--- src/hdl/urx_defs.svh ---
// Offsets, field positions, reset values and timing constants of the receive channel
`ifndef URX_DEFS_SVH
`define URX_DEFS_SVH
`define URX_ADDR_W 12
`define URX_OFS_DATA 12'h000
`define URX_OFS_STATUS 12'h004
`define URX_OFS_FLAG_CLEAR 12'h008
`define URX_OFS_MODE 12'h00c
`define URX_OFS_START 12'h010
`define URX_OFS_STOP 12'h014
`define URX_OFS_ENABLE 12'h018
`define URX_DIV_HI 15
`define URX_DIV_LO 9
`define URX_ST_OVR 0
`define URX_ST_PAR 1
`define URX_ST_FRM 2
`define URX_ST_BFF 5
`define URX_MODE_PRS_HI 3
`define URX_MODE_PAR_EN 4
`define URX_MODE_PAR_ODD 5
`define URX_MODE_LEN7 6
`define URX_MODE_STOP2 7
`define URX_CH_BIT 0
`define URX_DIV_RST 7'h33
`define URX_MODE_RST 8'h00
`define URX_PRE_W 15
`endif

--- src/hdl/urx_pkg.sv ---
// Types shared by the receive channel modules
package urx_pkg;
  typedef enum logic [2:0] {
    URX_IDLE,
    URX_START,
    URX_DATA,
    URX_PARITY,
    URX_STOP
  } urx_state_type;
endpackage

--- src/hdl/urx_bit_if.sv ---
// Bit timing link between the receiver and its bit period generator
`timescale 1ns/1ps
`default_nettype none
interface urx_bit_if;
  logic restart;
  logic [3:0] prs;
  logic [6:0] div;
  logic sample;
  modport gen (input restart, input prs, input div, output sample);
  modport rx (output restart, output prs, output div, input sample);
endinterface
`default_nettype wire

--- src/hdl/urx_bitgen.sv ---
// Operation clock prescaler and bit period generator of the receive channel
`timescale 1ns/1ps
`default_nettype none
`include "urx_defs.svh"
module urx_bitgen (
  input wire logic pclk,
  input wire logic presetn,
  urx_bit_if.gen bit_io
);
  logic [`URX_PRE_W-1:0] pre;
  logic mck_en;
  logic [7:0] cnt;

  function automatic logic [`URX_PRE_W-1:0] urx_mask(input logic [3:0] prs);
    urx_mask = `URX_PRE_W'((16'h0001 << prs) - 16'h0001);
  endfunction

  // Free running so every channel setting shares one prescale phase
  always_ff @(posedge pclk or negedge presetn) begin
    if (!presetn) begin
      pre <= '0;
    end else begin
      pre <= pre + `URX_PRE_W'(1);
    end
  end

  assign mck_en = ((pre & urx_mask(bit_io.prs)) == urx_mask(bit_io.prs));

  // Half a bit (k+1 ticks) to the start bit middle, then a full bit of 2k+2 ticks
  always_ff @(posedge pclk or negedge presetn) begin
    if (!presetn) begin
      cnt <= '0;
      bit_io.sample <= 1'b0;
    end else if (bit_io.restart) begin
      cnt <= {1'b0, bit_io.div};
      bit_io.sample <= 1'b0;
    end else if (mck_en && cnt == 8'h00) begin
      cnt <= {bit_io.div, 1'b1};
      bit_io.sample <= 1'b1;
    end else begin
      if (mck_en) begin
        cnt <= cnt - 8'h01;
      end
      bit_io.sample <= 1'b0;
    end
  end
endmodule
`default_nettype wire

--- src/hdl/urx_channel.sv ---
// Asynchronous receive channel with error flags and start/stop control on APB
`timescale 1ns/1ps
`default_nettype none
`include "urx_defs.svh"
// Operation
// After start detection, sample instants come from divider field bits 15 to 9.
// Frame is good when its stop bit arrives before the final sample instant.
// Sender rate must stay within the receiver tolerance set by k and frame length.
// Frame length is start plus data plus optional parity plus stop bits.
// Software computes rate error as generated over target times 100 minus 100.
// At 16 MHz software may use divider 51 with suitable prescale.
// Reading the data register clears buffer full and allows the next character.
// A reception completing while buffer full is still set flags overrun.
// Ones written to flag clear register clear matching error flags.
// Parity or overrun: read data, read status, write status to flag clear.
// Writing one to the stop trigger clears enable status and halts channel.
// Writing one to the start trigger sets enable status and runs channel.
// Framing error: read data, clear status, stop, resynchronise, restart.
// Stop all channels before changing the clock feeding the unit.
// Bit rate is operation clock divided by twice divider field plus one.
module urx_channel (
  input wire logic pclk,
  input wire logic presetn,
  input wire logic psel,
  input wire logic penable,
  input wire logic pwrite,
  input wire logic [`URX_ADDR_W-1:0] paddr,
  input wire logic [31:0] pwdata,
  input wire logic rxd,
  output logic [31:0] prdata,
  output logic pready,
  output logic pslverr,
  output logic channel_enable_status_bit
);
  urx_bit_if bit_io ();
  urx_pkg::urx_state_type state;
  logic rxd_meta, rxd_sync, rxd_prev;
  logic [6:0] div_field;
  logic [7:0] mode;
  logic [7:0] rx_data;
  logic [7:0] shift;
  logic [3:0] bit_cnt;
  logic par_acc, par_bad, stop_left;
  logic buffer_full_flag, ovr_flag, par_flag, frm_flag;
  logic setup, access, wr, rd, done, len7;
  logic [31:0] rd_val;

  function automatic logic urx_mapped(input logic [`URX_ADDR_W-1:0] a);
    urx_mapped = (a == `URX_OFS_DATA) || (a == `URX_OFS_STATUS) ||
                 (a == `URX_OFS_FLAG_CLEAR) || (a == `URX_OFS_MODE) ||
                 (a == `URX_OFS_START) || (a == `URX_OFS_STOP) || (a == `URX_OFS_ENABLE);
  endfunction

  function automatic logic urx_hit(input logic [`URX_ADDR_W-1:0] a,
                                   input logic [`URX_ADDR_W-1:0] ofs);
    urx_hit = (a == ofs);
  endfunction

  ////////////////////////////////////////////////////////////////////////////
  // Line input
  always_ff @(posedge pclk or negedge presetn) begin
    if (!presetn) begin
      rxd_meta <= 1'b1;
      rxd_sync <= 1'b1;
      rxd_prev <= 1'b1;
    end else begin
      rxd_meta <= rxd;
      rxd_sync <= rxd_meta;
      rxd_prev <= rxd_sync;
    end
  end

  ////////////////////////////////////////////////////////////////////////////
  // APB slave: no wait state, answer registered at the setup edge
  assign setup = psel && !penable;
  assign access = psel && penable && pready;
  assign wr = access && pwrite;
  assign rd = access && !pwrite;

  always_comb begin
    rd_val = 32'h0000_0000;
    case (paddr)
      `URX_OFS_DATA: begin
        rd_val[`URX_DIV_HI:`URX_DIV_LO] = div_field;
        rd_val[7:0] = rx_data;
      end
      `URX_OFS_STATUS: begin
        rd_val[`URX_ST_OVR] = ovr_flag;
        rd_val[`URX_ST_PAR] = par_flag;
        rd_val[`URX_ST_FRM] = frm_flag;
        rd_val[`URX_ST_BFF] = buffer_full_flag;
      end
      `URX_OFS_MODE: begin
        rd_val[7:0] = mode;
      end
      `URX_OFS_ENABLE: begin
        rd_val[`URX_CH_BIT] = channel_enable_status_bit;
      end
      default: begin
        rd_val = 32'h0000_0000;
      end
    endcase
  end

  always_ff @(posedge pclk or negedge presetn) begin
    if (!presetn) begin
      pready <= 1'b0;
      pslverr <= 1'b0;
      prdata <= 32'h0000_0000;
    end else begin
      pready <= setup;
      pslverr <= setup && !urx_mapped(paddr);
      prdata <= (setup && !pwrite) ? rd_val : 32'h0000_0000;
    end
  end

  // Divider and mode are meant to change only while the channel is stopped
  always_ff @(posedge pclk or negedge presetn) begin
    if (!presetn) begin
      div_field <= `URX_DIV_RST;
      mode <= `URX_MODE_RST;
    end else if (wr) begin
      if (urx_hit(paddr, `URX_OFS_DATA)) begin
        div_field <= pwdata[`URX_DIV_HI:`URX_DIV_LO];
      end
      if (urx_hit(paddr, `URX_OFS_MODE)) begin
        mode <= pwdata[7:0];
      end
    end
  end

  // Stop wins if both triggers are written in the same access
  always_ff @(posedge pclk or negedge presetn) begin
    if (!presetn) begin
      channel_enable_status_bit <= 1'b0;
    end else if (wr && urx_hit(paddr, `URX_OFS_STOP) && pwdata[`URX_CH_BIT]) begin
      channel_enable_status_bit <= 1'b0;
    end else if (wr && urx_hit(paddr, `URX_OFS_START) && pwdata[`URX_CH_BIT]) begin
      channel_enable_status_bit <= 1'b1;
    end
  end

  ////////////////////////////////////////////////////////////////////////////
  // Bit timing
  assign bit_io.restart = (state == urx_pkg::URX_IDLE);
  assign bit_io.prs = mode[`URX_MODE_PRS_HI:0];
  assign bit_io.div = div_field;

  urx_bitgen u_bitgen (
    .pclk(pclk),
    .presetn(presetn),
    .bit_io(bit_io)
  );

  ////////////////////////////////////////////////////////////////////////////
  // Receiver
  assign len7 = mode[`URX_MODE_LEN7];
  assign done = (state == urx_pkg::URX_STOP) && bit_io.sample && !stop_left;

  always_ff @(posedge pclk or negedge presetn) begin
    if (!presetn) begin
      state <= urx_pkg::URX_IDLE;
      shift <= 8'h00;
      bit_cnt <= 4'h0;
      par_acc <= 1'b0;
      par_bad <= 1'b0;
      stop_left <= 1'b0;
    end else if (!channel_enable_status_bit) begin
      state <= urx_pkg::URX_IDLE;
    end else begin
      case (state)
        urx_pkg::URX_IDLE: begin
          if (rxd_prev && !rxd_sync) begin
            state <= urx_pkg::URX_START;
          end
          bit_cnt <= len7 ? 4'h7 : 4'h8;
          par_acc <= 1'b0;
          par_bad <= 1'b0;
          stop_left <= mode[`URX_MODE_STOP2];
        end
        urx_pkg::URX_START: begin
          // A glitch shorter than half a bit is dropped
          if (bit_io.sample) begin
            state <= rxd_sync ? urx_pkg::URX_IDLE : urx_pkg::URX_DATA;
          end
        end
        urx_pkg::URX_DATA: begin
          if (bit_io.sample) begin
            shift <= {rxd_sync, shift[7:1]};
            par_acc <= par_acc ^ rxd_sync;
            bit_cnt <= bit_cnt - 4'h1;
            if (bit_cnt == 4'h1) begin
              state <= mode[`URX_MODE_PAR_EN] ? urx_pkg::URX_PARITY : urx_pkg::URX_STOP;
            end
          end
        end
        urx_pkg::URX_PARITY: begin
          if (bit_io.sample) begin
            par_bad <= (par_acc ^ rxd_sync) != mode[`URX_MODE_PAR_ODD];
            state <= urx_pkg::URX_STOP;
          end
        end
        urx_pkg::URX_STOP: begin
          if (bit_io.sample) begin
            stop_left <= 1'b0;
            if (!stop_left) begin
              state <= urx_pkg::URX_IDLE;
            end
          end
        end
        default: begin
          state <= urx_pkg::URX_IDLE;
        end
      endcase
    end
  end

  // A held character is kept; the late one is lost and flagged as overrun
  always_ff @(posedge pclk or negedge presetn) begin
    if (!presetn) begin
      rx_data <= 8'h00;
    end else if (done && !buffer_full_flag) begin
      rx_data <= len7 ? {1'b0, shift[7:1]} : shift;
    end
  end

  // Set wins over clear for every flag
  always_ff @(posedge pclk or negedge presetn) begin
    if (!presetn) begin
      buffer_full_flag <= 1'b0;
    end else if (done) begin
      buffer_full_flag <= 1'b1;
    end else if (rd && urx_hit(paddr, `URX_OFS_DATA)) begin
      buffer_full_flag <= 1'b0;
    end
  end

  always_ff @(posedge pclk or negedge presetn) begin
    if (!presetn) begin
      ovr_flag <= 1'b0;
      par_flag <= 1'b0;
      frm_flag <= 1'b0;
    end else begin
      ovr_flag <= (done && buffer_full_flag) ||
                  (ovr_flag && !(wr && urx_hit(paddr, `URX_OFS_FLAG_CLEAR) &&
                                 pwdata[`URX_ST_OVR]));
      par_flag <= (done && par_bad) ||
                  (par_flag && !(wr && urx_hit(paddr, `URX_OFS_FLAG_CLEAR) &&
                                 pwdata[`URX_ST_PAR]));
      frm_flag <= (done && !rxd_sync) ||
                  (frm_flag && !(wr && urx_hit(paddr, `URX_OFS_FLAG_CLEAR) &&
                                 pwdata[`URX_ST_FRM]));
    end
  end
endmodule
`default_nettype wire

--- config.mk ---
export PLATFORM = sky130hd
export DESIGN_NAME = urx_channel
export DESIGN_NICKNAME = d
export VERILOG_FILES = /design/src/hdl/urx_pkg.sv /design/src/hdl/urx_bit_if.sv /design/src/hdl/urx_bitgen.sv /design/src/hdl/urx_channel.sv
export VERILOG_INCLUDE_DIRS = /design/src /design/src/hdl
export SDC_FILE = /design/constraint.sdc
export NUM_CORES = 1
export LEC_CHECK = 0
export ABC_AREA = 1
export ABC_CLOCK_PERIOD_IN_PS = 3870
export BUFFER_PORTS_ARGS = -buffer_cell sky130_fd_sc_hd__clkbuf_2
export CORE_MARGIN = 2
export CORE_UTILIZATION = 60
export DETAILED_ROUTE_END_ITERATION = 10
export GPL_TIMING_DRIVEN = 0
export PLACE_DENSITY = 0.95
export SLEW_MARGIN = 5
export SYNTH_ARGS = -nofsm -noshare
export SYNTH_HDL_FRONTEND = slang
export SYNTH_SLANG_ARGS = --single-unit
--- constraint.sdc ---
create_clock -name pclk -period 3.87 [get_ports pclk]
set_input_delay 0.387 -clock pclk [delete_from_list [all_inputs] [get_ports pclk]]
set_output_delay 0.387 -clock pclk [all_outputs]
set_load 0.005 [all_outputs]
==> key figures <==
Run status
  • Status: complete, no violations

CTS
  • CTS tree: yes
  • H-tree levels: 3
  • Bufs on Longest Clock Path: 2
  • Clock-pin slew on the worst setup and hold paths: 0.10 ns
  • Worst-skew pair later-pin latency: 0.36 ns
  • CTS-repair resized insts: 0
  • Postcts setup bufs: 0
  • Clk root buf: clkbuf_8
  • Total CTS buffers: 9
  • Clk sinks: 90

Layout
  • Nets: 713
  • Area growth from synthesis to layout: 14.3%
  • # fillers: 568
  • Share of layout cells above drive strength 1: 0.205
  • Finished Cell Area: 5440 µm²
  • N_diodes: 0
  • Non-filler instance count after layout: 765

Power
  • P_sw: 0.784 mW
  • P_leak: 2.78 nW
  • Pwr dens: 422 nW/µm²
  • Internal Dissipation: 1.51 mW
  • Net Sw Frac: 0.341
  • Combinational power share: 0.243
  • Clock power frac: 0.283
  • Maximum VDD drop: 0.000458 V
  • Reg power frac: 0.474
  • Total power: 2.30 mW

Global routing
  • Overflow after GRT: 0
  • All-Layer GR Usage: 0.262
  • First-pass GRT wire length: 18100 µm
  • Vias in the first global route: 4180
  • Antenna violations before repair: 0
  • Pin count of the biggest net entering global routing: 67

Logic synthesis
  • Post-synth top cells: 111 x nand2_1, 83 x dfrtp_1, 81 x inv_1
  • Post-synth cell types: 49
  • Top-area cell type share of the netlist area: 0.436
  • Sequential area share after synthesis: 0.475
  • Syn avg cell area: 8.22 µm²
  • Synth area leader: dfrtp_1
  • Warnings, synthesis: 0
  • Synth Flop Type: dfrtp_1
  • #FFs+latches synth: 90
  • Post-Syn Area: 4760 µm²
  • Post-synth EDFFs: 0
  • Post-synth ARST share: 1.00
  • Top post-synthesis cells by area: dfrtp_1 44%, nand2_1 8.7%, inv_1 6.4%
  • Synth Instances: 579
  • Top-count cell post-synth: nand2_1

Placed design
  • Cell Area, Placed: 5230 µm²
  • GPL Wtd Cong: 0.891
  • Port bufs: 50
  • Dpl cells: 748
  • HPWL Detailed: 7930 µm

Worst setup path
  • CP cell instances: buf_2, nor2_1, nand3_1, ha_1, buf_2, inv_1, a21oi_2, nand2_1, nand3_1, nand3_1, nor2_2, nand3_2, inv_2, nand2_1, nand3_1, nand2_1
  • Critical path depth in cells: 16
  • Max stage delay on crit path: 0.35 ns
  • CP max FO: 10
  • Worst Path Buf+Inv: 4
  • FF-to-FF path depth: 16
  • Critical Path Most Common Cell: nand3_1
  • Critical path origin: mode[1]
  • Reg2reg end: u_bitgen.cnt[4]
  • CP Capture Point: u_bitgen.cnt[4]
  • Arrival time worst endpoint: 2.80 ns
  • CP Class: register to register
  • CP Data Required Time: 4.13 ns
  • CP Capture Type: register
  • Delay-heaviest family, CP: simple AND/OR/NAND/NOR gates
  • R2r setup slk: 1.34 ns
  • Startpoint Class: register
  • Critical Path Slowest Stage Cell: dfrtp_1
  • Worst reg2reg startpoint: mode[1]

Worst hold path
  • Worst min path class: primary input to register

Routing
  • Pre-antenna DRT Iters: 5
  • Final wirelength: 10600 µm
  • Post-route ant nets: 0
  • Via density: 5.37
  • Drt initial violations: 232
  • Wirelength per Cell: 13.9 µm
  • DRC viols: 0
  • Vias: 4111

Floorplanning
  • Row count: 32
  • DIE AREA: 8670 µm²
  • Core Area: 7730 µm²
  • Initial Util: 0.616
  • Overall die width: 93.1 µm
  • Die height: 93.1 µm
  • I/O pin total: 85

STA
  • Tmin final: 2.53 ns
  • WHS: 0.101 ns
  • Period utilisation layout: 0.655
  • Fmax: 395 MHz
  • Final setup TNS: 0 ns
  • Worst Tran Pin Value: 0.592 ns
  • Setup violators final: 0
  • Relative slew slack: 0.605
  • RSZ-0062 raised after global routing: no
  • Final hold viol count: 0
  • Worst Skew: 0.0144 ns
  • Max Transition Viols Final: 0

Job
  • Max_cap viols: 0
-- logic make-up (layout without fill, tap and decap cells) --
family	count (synthesis)	after routing	share of synthesized area
flops	90	90	0.475
other cells	1	17	0.000787
xor+xnor	17	17	0.0313
simple gates	259	259	0.254
buf+inv	119	187	0.112
fa+ha+maj	5	5	0.0131
mux	5	5	0.0134
compound gates	83	83	0.101
-- stage by stage --
| step | worst slack [ns] | utilization |
|---|---|---|
| final | 1.34 | 0.704 |
| after CTS | 1.39 | 0.704 |
| after global routing | 1.09 | 0.704 |
| after detailed placement | 1.40 | 0.677 |
| after global placement | 1.46 | 0.673 |
| after floorplan | 1.76 | - |
-- cell usage in the layout, fill, tap and decap left out, types with 2 or more instances in the layout --
cell type,synthesis,layout
a21oi_1,22,22
a22oi_1,3,3
a31oi_1,3,3
buf_2,5,5
buf_4,19,19
clkbuf_1,5,5
clkbuf_2,0,49
clkbuf_8,0,9
clkinvlp_4,0,4
conb_1,1,17
dfrtp_1,83,83
dfstp_2,7,7
ha_1,5,5
inv_1,81,81
inv_2,6,6
mux2_2,3,3
mux2_4,2,2
nand2_1,111,111
nand2_2,3,3
nand3_1,42,42
nand3_2,2,2
nand4_1,11,11
nor2_1,54,54
nor2_2,8,8
nor2_4,4,4
nor3_1,12,12
nor4_1,2,2
o211ai_1,5,5
o21a_1,4,4
o21ai_0,34,34
o221ai_1,2,2
o22ai_1,2,2
o31ai_1,2,2
or2_2,3,3
xnor2_1,2,2
xor2_1,15,15
-- layout make-up --
type                            instances  area, µm²  share of cell area
Multi-Input combinational cell        386       2030               0.373
Sequential cell                        90       2260               0.415
Inverter                               89        335              0.0616
Tap cell                              102        128              0.0235
Clock buffer                            9        124              0.0228
Buffer                                 30        198              0.0363
Clock inverter                          7       77.6              0.0143
Timing Repair Buffer                   52        290              0.0533
-- sequential cells by signal (all words and copies together), names as in the netlist --
name / count
state: 3
ovr_flag: 1
par_flag: 1
frm_flag: 1
pslverr: 1
buffer_full_flag: 1
u_bitgen.cnt: 8
u_bitgen.pre: 15
mode: 8
rx_data: 8
rxd_prev: 1
par_bad: 1
pready: 1
bit_io.div: 7
par_acc: 1
u_bitgen.bit_io.sample: 1
rxd_meta: 1
channel_enable_status_bit: 1
prdata: 15
bit_cnt: 4
stop_left: 1
rxd_sync: 1
shift: 8
-- worst min-delay path by stage --
| stage | startpoint | endpoint | slack, ns | depth (start not counted) |
|---|---|---|---|---|
| after floorplan | presetn | bit_cnt[0] | 0.09 | 0 |
| after global placement | rxd_meta | rxd_sync | 0.35 | 0 |
| after detailed placement | presetn | prdata[6] | 0.35 | 1 |
| after CTS | rxd | rxd_meta | 0.09 | 1 |
| after global routing | rxd | rxd_meta | 0.08 | 1 |
| final | rxd | rxd_meta | 0.10 | 1 |
-- metal layers --
layer,part of all wire,global-route usage,vias up
li1,-,-,1990
met1,0.41,0.318,1965
met2,0.52,0.458,132
met3,0.053,0.0508,24
met4,0.024,0.109,0
met5,0,0,-
-- power groups by stage --
stage / logic (mW) / registers (mW) / clock network (mW)
global route: 0.628 / 1.10 / 0.702
detailed placement: 0.544 / 1.10 / 0
finish: 0.557 / 1.09 / 0.650
floorplan: 0.405 / 1.08 / 0
CTS: 0.548 / 1.08 / 0.658
global placement: 0.501 / 1.10 / 0
-- timing repair --
action / in CTS / in global routing
hold buffers: 1 / 0
endpoints found under the hold margin: 21 / 0
endpoints found under the setup margin: 0 / 0
Power figures use the tool's default switching activity.
